### src/design/rsu_map.vh
// constants for the receive signaling unit
`ifndef RSU_MAP_VH
`define RSU_MAP_VH

// framing modes on mode_sel
`define RSU_MODE_ESF      2'h0
`define RSU_MODE_D4       2'h1
`define RSU_MODE_E1       2'h2

// frames per multiframe, counted 0 to n-1
`define RSU_FRAMES_ESF    5'h18
`define RSU_FRAMES_D4     5'h0C
`define RSU_FRAMES_E1     5'h10

// last bit position of a backplane frame
`define RSU_LAST_POS_1544 8'hC0
`define RSU_LAST_POS_2048 8'hFF

// channel layout
`define RSU_T1_CHANNELS   5'h18
`define RSU_E1_SIG_TS     5'h10
`define RSU_ROBBED_BIT    3'h7
`define RSU_RD_OFFSET     2'h1

// integration depth in multiframes, less one
`define RSU_INTEG_LAST    2'h2

// freeze hold-off times in microseconds and the clock rate in MHz
`define RSU_HOLD_ESF_US   9000
`define RSU_HOLD_D4_US    4500
`define RSU_HOLD_E1_US    6000
`define RSU_CLK_MHZ       20

`endif

### src/design/rsu_rx_signaling_unit.v
// receive signaling extraction, change detection, freeze and reinsertion
`timescale 1ns/100ps
`default_nettype none
`include "rsu_map.vh"

module rsu_rx_signaling_unit #(
   parameter [17:0] HOLD_ESF_CYC = `RSU_HOLD_ESF_US * `RSU_CLK_MHZ,
   parameter [17:0] HOLD_D4_CYC  = `RSU_HOLD_D4_US * `RSU_CLK_MHZ,
   parameter [17:0] HOLD_E1_CYC  = `RSU_HOLD_E1_US * `RSU_CLK_MHZ
) (
   input  wire         clk_sys,
   input  wire         rst_b,
   input  wire [1:0]   mode_sel,
   input  wire         integration_enable,
   input  wire [31:0]  change_state_enable_bits,
   input  wire [31:0]  change_flags_clear,
   input  wire         latched_status_clear,
   input  wire         rx_interrupt_mask_four,
   input  wire         freeze_enable,
   input  wire         freeze_force,
   input  wire [31:0]  reinsertion_enable_bits,
   input  wire [23:0]  force_ones_select_bits,
   input  wire         elastic_store_enable,
   input  wire         backplane_rate_2048,
   input  wire         sig_valid,
   input  wire [4:0]   sig_channel,
   input  wire [3:0]   sig_abcd,
   input  wire         multiframe_boundary,
   input  wire         out_of_frame,
   input  wire         loss_of_frame,
   input  wire         carrier_loss,
   input  wire         alignment_change,
   input  wire         rx_backplane_clock,
   input  wire         rx_multiframe_sync,
   input  wire         rx_serial_data_in,
   output reg  [127:0] rx_signaling_regs,
   output reg  [31:0]  rx_signaling_change_flags,
   output reg          rx_latched_status_four,
   output reg          interrupt_out_n,
   output reg          freeze_indicator_out,
   output reg          rx_signaling_stream_out,
   output reg          rx_serial_data_out
);

   reg          rst_s1_reg;
   reg          rst_n;
   reg          bpc_s1_reg;
   reg          bpc_s2_reg;
   reg          bpc_s3_reg;
   reg          mfs_s1_reg;
   reg          mfs_s2_reg;
   reg          mfs_s3_reg;
   reg  [127:0] stage_reg;
   reg  [127:0] buf_mem [0:3];
   reg  [1:0]   wp_reg;
   reg  [127:0] cand_reg;
   reg  [63:0]  cnt_reg;
   reg  [127:0] regs_next;
   reg  [127:0] cand_next;
   reg  [63:0]  cnt_next;
   reg  [31:0]  accept;
   reg  [3:0]   nv;
   reg  [17:0]  hold_reg;
   reg  [7:0]   pos_reg;
   reg  [4:0]   frame_reg;
   reg          stream_bit;
   reg          serial_bit;
   reg  [7:0]   s_byte;
   reg  [3:0]   r_abcd;
   reg  [4:0]   e1_ts;
   reg  [2:0]   slot;
   integer      i;

   wire         is_e1      = (mode_sel == `RSU_MODE_E1);
   wire         sync_loss  = out_of_frame | loss_of_frame;
   wire         line_fault = sync_loss | carrier_loss | alignment_change;
   wire         freeze_now = freeze_force |
                             (freeze_enable & (line_fault |
                                               (hold_reg != 18'h00000)));
   wire         take_mf    = multiframe_boundary & ~sync_loss;
   wire [31:0]  change_set = take_mf ? accept : 32'h00000000;
   wire         bp_edge    = bpc_s2_reg & ~bpc_s3_reg;
   wire         sync_rise  = mfs_s2_reg & ~mfs_s3_reg;
   wire [1:0]   rd_idx     = wp_reg + `RSU_RD_OFFSET;
   wire [127:0] rd_word    = buf_mem[rd_idx];
   wire [31:0]  force_ext  = {8'h00, force_ones_select_bits};
   wire         f_bit      = ~backplane_rate_2048 & (pos_reg == 8'h00);
   wire [7:0]   pos_adj    = backplane_rate_2048 ? pos_reg :
                             pos_reg - 8'h01;
   wire [4:0]   ch         = pos_adj[7:3];
   wire [2:0]   bit_no     = pos_adj[2:0];
   wire [7:0]   last_pos   = backplane_rate_2048 ? `RSU_LAST_POS_2048 :
                             `RSU_LAST_POS_1544;
   wire         reins_ok   = elastic_store_enable &
                             (~is_e1 | backplane_rate_2048);

   // hold-off length after a fault, per framing mode
   function [17:0] hold_len;
      input [1:0] mode;
      begin
         case (mode)
            `RSU_MODE_D4: hold_len = HOLD_D4_CYC;
            `RSU_MODE_E1: hold_len = HOLD_E1_CYC;
            default:      hold_len = HOLD_ESF_CYC;
         endcase
      end
   endfunction

   function [4:0] frames_per_mf;
      input [1:0] mode;
      begin
         case (mode)
            `RSU_MODE_D4: frames_per_mf = `RSU_FRAMES_D4;
            `RSU_MODE_E1: frames_per_mf = `RSU_FRAMES_E1;
            default:      frames_per_mf = `RSU_FRAMES_ESF;
         endcase
      end
   endfunction

   // buffered signaling of one channel, after all-ones forcing
   function [3:0] abcd_of;
      input [4:0]   idx;
      input [127:0] word;
      input [31:0]  frc;
      input         e1;
      begin
         if (~e1 & frc[idx])
            abcd_of = 4'hF;
         else
            abcd_of = word[{idx, 2'b00} +: 4];
      end
   endfunction

   // signaling byte on the stream: low nibble carries the bits
   function [7:0] stream_byte;
      input [1:0] mode;
      input [3:0] abcd;
      begin
         if (mode == `RSU_MODE_D4)
            stream_byte = {4'h0, abcd[3:2], abcd[3:2]};
         else
            stream_byte = {4'h0, abcd};
      end
   endfunction

   // robbed-bit frames of a T1 multiframe: hit flag and letter index
   function [2:0] robbed_slot;
      input [4:0] fr;
      begin
         case (fr)
            5'h05:   robbed_slot = 3'h4;
            5'h0B:   robbed_slot = 3'h5;
            5'h11:   robbed_slot = 3'h6;
            5'h17:   robbed_slot = 3'h7;
            default: robbed_slot = 3'h0;
         endcase
      end
   endfunction

   // reset release through two flops
   always @(posedge clk_sys or negedge rst_b) begin
      if (!rst_b) begin
         rst_s1_reg <= 1'b0;
         rst_n      <= 1'b0;
      end else begin
         rst_s1_reg <= 1'b1;
         rst_n      <= rst_s1_reg;
      end
   end

   // backplane pins are asynchronous to clk_sys
   always @(posedge clk_sys or negedge rst_n) begin
      if (!rst_n) begin
         bpc_s1_reg <= 1'b0;
         bpc_s2_reg <= 1'b0;
         bpc_s3_reg <= 1'b0;
         mfs_s1_reg <= 1'b0;
         mfs_s2_reg <= 1'b0;
         mfs_s3_reg <= 1'b0;
      end else begin
         bpc_s1_reg <= rx_backplane_clock;
         bpc_s2_reg <= bpc_s1_reg;
         bpc_s3_reg <= bpc_s2_reg;
         mfs_s1_reg <= rx_multiframe_sync;
         mfs_s2_reg <= mfs_s1_reg;
         mfs_s3_reg <= mfs_s2_reg;
      end
   end

   // per-channel acceptance of a new signaling value
   always @* begin
      regs_next = rx_signaling_regs;
      cand_next = cand_reg;
      cnt_next  = cnt_reg;
      accept    = 32'h00000000;
      nv        = 4'h0;
      for (i = 0; i < 32; i = i + 1) begin
         nv = stage_reg[i*4 +: 4];
         if (nv == rx_signaling_regs[i*4 +: 4]) begin
            cnt_next[i*2 +: 2] = 2'h0;
         end else if (!integration_enable) begin
            accept[i] = 1'b1;
         end else if (nv == cand_reg[i*4 +: 4]) begin
            if (cnt_reg[i*2 +: 2] == `RSU_INTEG_LAST)
               accept[i] = 1'b1;
            else
               cnt_next[i*2 +: 2] = cnt_reg[i*2 +: 2] + 2'h1;
         end else begin
            cand_next[i*4 +: 4] = nv;
            cnt_next[i*2 +: 2]  = 2'h1;
         end
         if (accept[i]) begin
            regs_next[i*4 +: 4] = nv;
            cnt_next[i*2 +: 2]  = 2'h0;
         end
      end
   end

   // line side: capture, host copy, change flags, buffer, freeze
   always @(posedge clk_sys or negedge rst_n) begin
      if (!rst_n) begin
         stage_reg                 <= 128'h0;
         cand_reg                  <= 128'h0;
         cnt_reg                   <= 64'h0;
         rx_signaling_regs         <= 128'h0;
         rx_signaling_change_flags <= 32'h00000000;
         rx_latched_status_four    <= 1'b0;
         interrupt_out_n           <= 1'b1;
         buf_mem[0]                <= 128'h0;
         buf_mem[1]                <= 128'h0;
         buf_mem[2]                <= 128'h0;
         buf_mem[3]                <= 128'h0;
         wp_reg                    <= 2'h0;
         hold_reg                  <= 18'h00000;
         freeze_indicator_out      <= 1'b0;
      end else begin
         if (sig_valid)
            stage_reg[{sig_channel, 2'b00} +: 4] <= sig_abcd;
         // host copy waits for a multiframe and skips sync loss
         if (take_mf) begin
            rx_signaling_regs <= regs_next;
            cand_reg          <= cand_next;
            cnt_reg           <= cnt_next;
         end
         // set wins over a clear in the same cycle
         rx_signaling_change_flags <= (rx_signaling_change_flags &
                                       ~change_flags_clear) |
                                      change_set;
         rx_latched_status_four <= (rx_latched_status_four &
                                    ~latched_status_clear) |
                                   (|(change_set &
                                      change_state_enable_bits));
         interrupt_out_n <= ~(rx_latched_status_four &
                              rx_interrupt_mask_four);
         // the buffer keeps filling while the host copy is read
         if (multiframe_boundary && !freeze_now) begin
            buf_mem[wp_reg] <= stage_reg;
            wp_reg          <= wp_reg + 2'h1;
         end
         if (line_fault)
            hold_reg <= hold_len(mode_sel);
         else if (hold_reg != 18'h00000)
            hold_reg <= hold_reg - 18'h00001;
         freeze_indicator_out <= freeze_now;
      end
   end

   // bit that leaves on the next backplane edge
   always @* begin
      stream_bit = 1'b0;
      serial_bit = rx_serial_data_in;
      e1_ts      = frame_reg;
      slot       = robbed_slot(frame_reg);
      r_abcd     = 4'h0;
      // a function result cannot be bit-selected, so hold it first
      s_byte     = stream_byte(mode_sel,
                               abcd_of(ch, rd_word, force_ext, is_e1));
      if (!f_bit && (is_e1 || ch < `RSU_T1_CHANNELS))
         stream_bit = s_byte[3'h7 - bit_no];
      if (!is_e1) begin
         if (!f_bit && ch < `RSU_T1_CHANNELS &&
             bit_no == `RSU_ROBBED_BIT && slot[2]) begin
            if (force_ext[ch])
               serial_bit = 1'b1;
            else if (reins_ok && reinsertion_enable_bits[ch]) begin
               r_abcd     = abcd_of(ch, rd_word, force_ext, 1'b0);
               serial_bit = r_abcd[2'h3 - slot[1:0]];
            end
         end
      end else if (ch == `RSU_E1_SIG_TS && frame_reg != 5'h00) begin
         // time slot 16 of frame n carries slots n and n+16
         e1_ts = bit_no[2] ? frame_reg + `RSU_E1_SIG_TS : frame_reg;
         if (reins_ok && reinsertion_enable_bits[e1_ts]) begin
            r_abcd     = abcd_of(e1_ts, rd_word, force_ext, 1'b1);
            serial_bit = r_abcd[2'h3 - bit_no[1:0]];
         end
      end
   end

   // backplane side: either clock rate, position from external sync
   always @(posedge clk_sys or negedge rst_n) begin
      if (!rst_n) begin
         pos_reg                 <= 8'h00;
         frame_reg               <= 5'h00;
         rx_signaling_stream_out <= 1'b0;
         rx_serial_data_out      <= 1'b0;
      end else if (sync_rise) begin
         pos_reg   <= 8'h00;
         frame_reg <= 5'h00;
      end else if (bp_edge) begin
         rx_signaling_stream_out <= stream_bit;
         rx_serial_data_out      <= serial_bit;
         if (pos_reg == last_pos) begin
            pos_reg <= 8'h00;
            if (frame_reg == frames_per_mf(mode_sel) - 5'h01)
               frame_reg <= 5'h00;
            else
               frame_reg <= frame_reg + 5'h01;
         end else begin
            pos_reg <= pos_reg + 8'h01;
         end
      end
   end

endmodule
`default_nettype wire

### config.mk
export PLATFORM = sky130hd
export DESIGN_NAME = rsu_rx_signaling_unit
export DESIGN_NICKNAME = d
export VERILOG_FILES = /design/src/design/rsu_rx_signaling_unit.v
export VERILOG_INCLUDE_DIRS = /design/src /design/src/design
export SDC_FILE = /design/constraint.sdc
export NUM_CORES = 2
export LEC_CHECK = 0
export ABC_AREA = 0
export BUFFER_PORTS_ARGS = -buffer_cell sky130_fd_sc_hd__buf_2
export CAP_MARGIN = 20
export CORE_ASPECT_RATIO = 0.8
export CORE_MARGIN = 4
export CORE_UTILIZATION = 30
export DETAILED_ROUTE_END_ITERATION = 7
export SYNTH_ARGS = -nofsm -noshare
export SYNTH_HDL_FRONTEND = slang
export SYNTH_SLANG_ARGS = --single-unit
### constraint.sdc
create_clock -name clk_sys -period 41.3 [get_ports clk_sys]
set_input_delay 0 -clock clk_sys [delete_from_list [all_inputs] [get_ports clk_sys]]
set_output_delay 0 -clock clk_sys [all_outputs]
set_load 0.05 [all_outputs]
==> Yosys cells after proc, flatten, opt, wreduce, memory -nomap -nowiden <==
Cells that the tools add are included.
{ "totals": {"input_bits": 149, "output_inout_bits": 165, "elab_cells": 898, "regBits": 1038} }
{ "op_classes": {"eq_ne": 138, "bitwise_logic": 94, "n_reduce_logical": 149, "shift": 4, "n_lt_le_gt_ge": 9, "mux": 342, "addsub": 43} }
{ "op_table": {"columns": ["cell", "n"], "rows": [
  ["bitwise mux 512 bit", 1],
  ["two-way mux 128 bit", 3],
  ["two-way mux 2 bit", 161],
  ["binary-select mux 128 bit (select 2 bit)", 1],
  ["demux 128 bit (select 2 bit)", 1],
  ["== test 4 bit", 64],
  ["variable part select 128 x 8 -> 4 bit", 2],
  ["two-way mux 1 bit", 141],
  ["bitwise mux 128 bit", 1],
  ["inequality test 4 bit (second input constant)", 32],
  ["AND reduction 4 bit", 32],
  ["variable shift 4 x 9 -> 128 bit (first input constant)", 1],
  ["variable part select 4 x 9 -> 128 bit", 1],
  ["AND reduction 3 bit", 32],
  ["nonzero test 3 bit", 32],
  ["NOT 1 bit", 72],
  ["AND reduction 2 bit", 34],
  ["adder 2 x 1 -> 2 bit (second input constant)", 33],
  ["== test 2 bit (second input constant)", 33],
  ["bitwise AND 32 bit", 2],
  ["two-way mux 5 bit", 8],
  ["two-way mux 18 bit", 2],
  ["case mux 18 bit (2 select lines)", 1],
  ["two-way mux 32 bit", 1],
  ["other kinds (43)", 88]
]} }

==> Longest topological paths before layout <==
{ "logic_depth": {"word_depth": 16, "depth_mapped": 18, "ltp_nobuf": 12} }

==> Worst setup path before layout <==
Ideal clock, no wire load.
{ "synth_path": {"path_type": "reg-to-reg", "startpoint": "register wp_reg[0]", "endpoint": "register rx_signaling_stream_out", "stages_incl_launch_ff": 18, "setup_ps": 127, "t_arrival_ps": 4522, "path_slack_ps": 36651, "synth_period_minus_slack_ps": 4649, "required_ps": 41173, "n_path_buf": 7, "path_cell_list": "dfrtp_1 buf_2 buf_2 buf_2 inv_1 clkbuf_1 ha_1 buf_2 buf_1 buf_1 mux4_2 mux4_2 nand3_1 o21ai_0 nor3_2 mux2i_1 a211oi_1 o31ai_1"} }
{ "synth_via": {"elab_chain_cells": 11} }
{ "synth_lines": {"columns": ["element", "line", "source"], "rows": [
  ["start: declaration", "rsu_rx_signaling_unit.v:55", "reg [1:0] wp_reg;"],
  ["start signal: assignment", "rsu_rx_signaling_unit.v:258", "wp_reg <= wp_reg + 2'h1;"],
  ["adder 2 x 1 -> 2 bit (*)", null, null],
  ["named net rd_idx[0]", "rsu_rx_signaling_unit.v:84", "wire [1:0] rd_idx = wp_reg + `RSU_RD_OFFSET;"],
  ["NOT 2 -> 3 bit (not written as such) (*)", "rsu_rx_signaling_unit.v:85", "wire [127:0] rd_word = buf_mem[rd_idx];"],
  ["binary-select mux 128 bit (select 2 bit) (*)", "rsu_rx_signaling_unit.v:85", null],
  ["two-way mux 128 bit (not written as such) (*) (2 in a row)", "rsu_rx_signaling_unit.v:85", null],
  ["variable part select 128 x 8 -> 4 bit (*)", "rsu_rx_signaling_unit.v:130", "abcd_of = word[{idx, 2'b00} +: 4];"],
  ["two-way mux 4 bit (*)", "rsu_rx_signaling_unit.v:127", "if (~e1 & frc[idx])"],
  ["two-way mux 2 bit", "rsu_rx_signaling_unit.v:139", "if (mode == `RSU_MODE_D4)"],
  ["binary-select mux 1 bit (select 3 bit) (*)", "rsu_rx_signaling_unit.v:279", "stream_bit = s_byte[3'h7 - bit_no];"],
  ["two-way mux 1 bit (not written as such) (*)", "rsu_rx_signaling_unit.v:279", null],
  ["two-way mux 1 bit (*)", "rsu_rx_signaling_unit.v:278", "if (!f_bit && (is_e1 || ch < `RSU_T1_CHANNELS))"],
  ["end signal: assignment", "rsu_rx_signaling_unit.v:311", "rx_signaling_stream_out <= stream_bit;"],
  ["end: declaration", "rsu_rx_signaling_unit.v:41", "output reg rx_signaling_stream_out,"]
]} }
The timed path passes the listed nets; every way through them passes the cells marked *. The select of a mux whose other input is x is not followed.
A chain may end at the register's enable or synchronous reset.

==> Worst setup path after layout <==
{ "layout_path": {"startpoint": "register pos_reg[2]", "endpoint": "register rx_serial_data_out"} }
{ "layout_via": {"elab_chain_cells": 13, "word_cells_on_any_way": 40, "classes_between": "1 x add/sub; 1 x order compare; 2 x eq/ne; 2 x shift; 25 x mux; 1 x bitwise; 8 x reduce/logical"} }
{ "layout_lines": {"columns": ["element", "line", "source"], "rows": [
  ["start: declaration", "rsu_rx_signaling_unit.v:64", "reg [7:0] pos_reg;"],
  ["start signal: assignment", "rsu_rx_signaling_unit.v:320", "pos_reg <= pos_reg + 8'h01;"],
  ["subtractor 8 x 1 -> 8 bit", "rsu_rx_signaling_unit.v:89", "pos_reg - 8'h01;"],
  ["two-way mux 8 bit", "rsu_rx_signaling_unit.v:88", "wire [7:0] pos_adj = backplane_rate_2048 ? pos_reg :"],
  ["variable part select 128 x 8 -> 4 bit", "rsu_rx_signaling_unit.v:130", null],
  ["two-way mux 4 bit", "rsu_rx_signaling_unit.v:285", "else if (reins_ok && reinsertion_enable_bits[ch]) begin"],
  ["two-way mux 4 bit", "rsu_rx_signaling_unit.v:283", "if (force_ext[ch])"],
  ["two-way mux 4 bit", "rsu_rx_signaling_unit.v:281", "if (!f_bit && ch < `RSU_T1_CHANNELS &&"],
  ["two-way mux 4 bit", "rsu_rx_signaling_unit.v:280", "if (!is_e1) begin"],
  ["binary-select mux 1 bit (select 2 bit)", "rsu_rx_signaling_unit.v:287", "serial_bit = r_abcd[2'h3 - slot[1:0]];"],
  ["two-way mux 1 bit (not written as such)", "rsu_rx_signaling_unit.v:287", null],
  ["two-way mux 1 bit", "rsu_rx_signaling_unit.v:285", null],
  ["two-way mux 1 bit", "rsu_rx_signaling_unit.v:283", null],
  ["two-way mux 1 bit", "rsu_rx_signaling_unit.v:281", null],
  ["two-way mux 1 bit (*)", "rsu_rx_signaling_unit.v:280", null],
  ["end signal: assignment", "rsu_rx_signaling_unit.v:312", "rx_serial_data_out <= serial_bit;"],
  ["end: declaration", "rsu_rx_signaling_unit.v:42", "output reg rx_serial_data_out"]
]} }
Mark *: on every way between the ends. The rest lies on a longest branch, timed or not. The select of a mux whose other input is x is not followed.

==> metrics.yaml <==
run_status: "completed"
largest_reg_flops: 512
fmax_ghz: 0.165
routed_wl_um: 156000
grt_pass1_wl_um: 231000
grt_pass1_vias: 33381
pre_cts_slack_ps: 36130
min_period_ps: 6060
clock-sinks: 1038
dr.pass1.iters: 6
yosysUniqueCellTypes: 78
antenna_found_initial: 18
drc: 0
vdd_drop_max_mv: 0.0388
grt_max_degree: 183
vias: 32654
dp_hpwl_um: 110000
regMostFlops: "buf_mem"
leakagePower_nw: 30.1
syn_to_final_growth_pct: 15.3
fin_ws_ps: 35240
p_per_area_nw_per_um2: 54.9
ys_seq_area_share_pct: 49.5
synth_area_leaders: "dfrtp_1, mux2_4, mux4_2, mux2_2, xnor2_1"
grt_usage_pct: 16.9
yosys_register_bits: 1038
root_buffer: "clkbuf_16"
tightest_slew_ps: 1260
period_share_pct: 14.7
whs_ps: 82.8
cts-resized-gates: 0
crit_fanout: 34
async_flop_share_pct: 100
hold_buffers: 70
place_inst: 6240
synthCells: 3844
initial_core_util_pct: 30.1
endpoint_kind: "register"
viasPerCell: 5.00
core-area_um2: 174000
rsz0062_at_grt: "no"
htreeDepth: 3
synth_area_per_cell_um2: 13.7
drive_gt1_share_pct: 38.7
finalHoldViolations: 0
cp-start-kind: "register"
setup_viol: 0
num_rows: 137
synth_top_area_share_pct: 49.4
cts_tree: "built"
synth_edf_count: 0
route.antenna.remaining_nets: 0
first_iter_violations: 2400
yosysWarnings: 0
syn-num-nets: 4043
clk_latency_ps: 730
fin_total_pwr_mw: 3.32
final_cells: 6525
grt_overflow: 0
cp.arrival_ps: 6650
fin_util_pct: 34.8
clk_pin_slew_ps: 60
placed_area_um2: 56100
clock-skew-final_ps: 28.1
port_buffers: 313
netlist_area_um2: 52500
dieArea_um2: 182000
clock_tree.buffer_depth: 3
die_h_um: 382
io_pins: 314
cap_violations: 0
final_cell_mix: "dfrtp_1, mux2_4, mux2_2, buf_2, nand2_1"
fin_tns_setup_ps: 0
drv_slew: 0
fill_cells: 16825
nets: 4329
maxSlewHeadroom_pct: 15.2
fin_area_um2: 60600
synth_top_area_cell: "dfrtp_1"
place_congestion: 0.934
numCtsBuffers: 109
worst-setup-path-type: "reg2reg"
min_path_type: "in2reg"
cp.required_ps: 41890
final_common_cell: "dfrtp_1"
cts_setup_buffers: 0
die_w_um: 476
ys.flop_type: "dfrtp_1"
routedWlPerCell_um: 23.9
-- per-layer routing --
layer | track usage, % | routed length, um
met1 | 23.1 | 69100
met2 | 26.2 | 70700
met3 | 3.99 | 9840
met4 | 6.27 | 6250
met5 | 0 | 0
-- final timing paths --
check                          startpoint  cells after the start  slack (ps)            endpoint
max in group asynchronous           rst_n                      3       37750        buf_mem[158]
setup reg to reg               pos_reg[2]                     12       35240  rx_serial_data_out
min in group asynchronous           rst_b                      3         120               rst_n
hold / removal             sig_channel[2]                      5          80      stage_reg[118]
setup / recovery               pos_reg[2]                     12       35240  rx_serial_data_out
hold reg to reg                rst_s1_reg                      0         350               rst_n
-- where the power goes --
group          switching [mW]  total [mW]  internal, mW  leakage (nW)
sequential              0.159        1.34          1.18          14.0
combinational           0.503       0.962         0.459          14.2
clock                   0.434        1.02         0.590          1.82
-- critical path, stage by stage (launching register included) --
cell and delay, ps:
dfrtp_1 530, or4_1 770, xnor2_4 740, buf_4 640, mux4_2 590, mux2i_1 160
nand2_1 70, a31oi_1 640, o21ai_0 260, a211oi_1 240, dlygate4sd3_1 590, a211oi_1 40
dlygate4sd3_1 570
-- cells by family (layout without fill, tap and decap cells) --
| family | count (synthesis) | after routing | share of synthesized area, % |
|---|---|---|---|
| xor gates and xnor gates | 293 | 293 | 4.92 |
| and+or+nand+nor | 595 | 595 | 5.30 |
| buffers and inverters | 431 | 806 | 4.00 |
| AOI/OAI and AO/OA | 377 | 377 | 4.81 |
| adders and majority gates | 50 | 50 | 1.19 |
| other | 1 | 14 | 0.00714 |
| muxes | 1059 | 1059 | 30.3 |
| DFF | 1038 | 1038 | 49.5 |
-- cells in the mapped netlist, types with 5 or more instances --
library cell and number:
nor2_1 123, mux2i_1 24, dfrtp_1 1037, nand3_1 46, a21o_1 33, nand2_4 5
and3_1 5, o22ai_1 39, nand2_1 269, buf_4 5, buf_6 58, xnor2_1 146
clkbuf_1 168, nor2b_1 9, mux2_4 480, or3_1 7, o31ai_1 6, o21ai_1 5
a211oi_1 7, a22o_1 7, buf_1 21, a32oi_1 5, buf_2 24, and2_1 19
ha_1 50, mux2_2 359, xor2_1 146, nor3_1 22, inv_1 155, mux4_2 196
o21ai_0 85, o41ai_1 64, a22oi_1 25, a21oi_1 68, nand4_1 43, nand2b_1 14
-- final cells by class --
cell class	instances	area [um^2]	area share [%]
diodes	13	32.5	0.0537
multi-input cells	2375	24500	40.5
well taps	2293	2870	4.74
flip-flops and latches	1038	26000	42.9
clock inverters	45	519	0.858
inverters	155	582	0.961
clock buffers	155	3160	5.22
repair buffers	451	2850	4.71
Note: power is estimated with default switching activity, not from simulation.
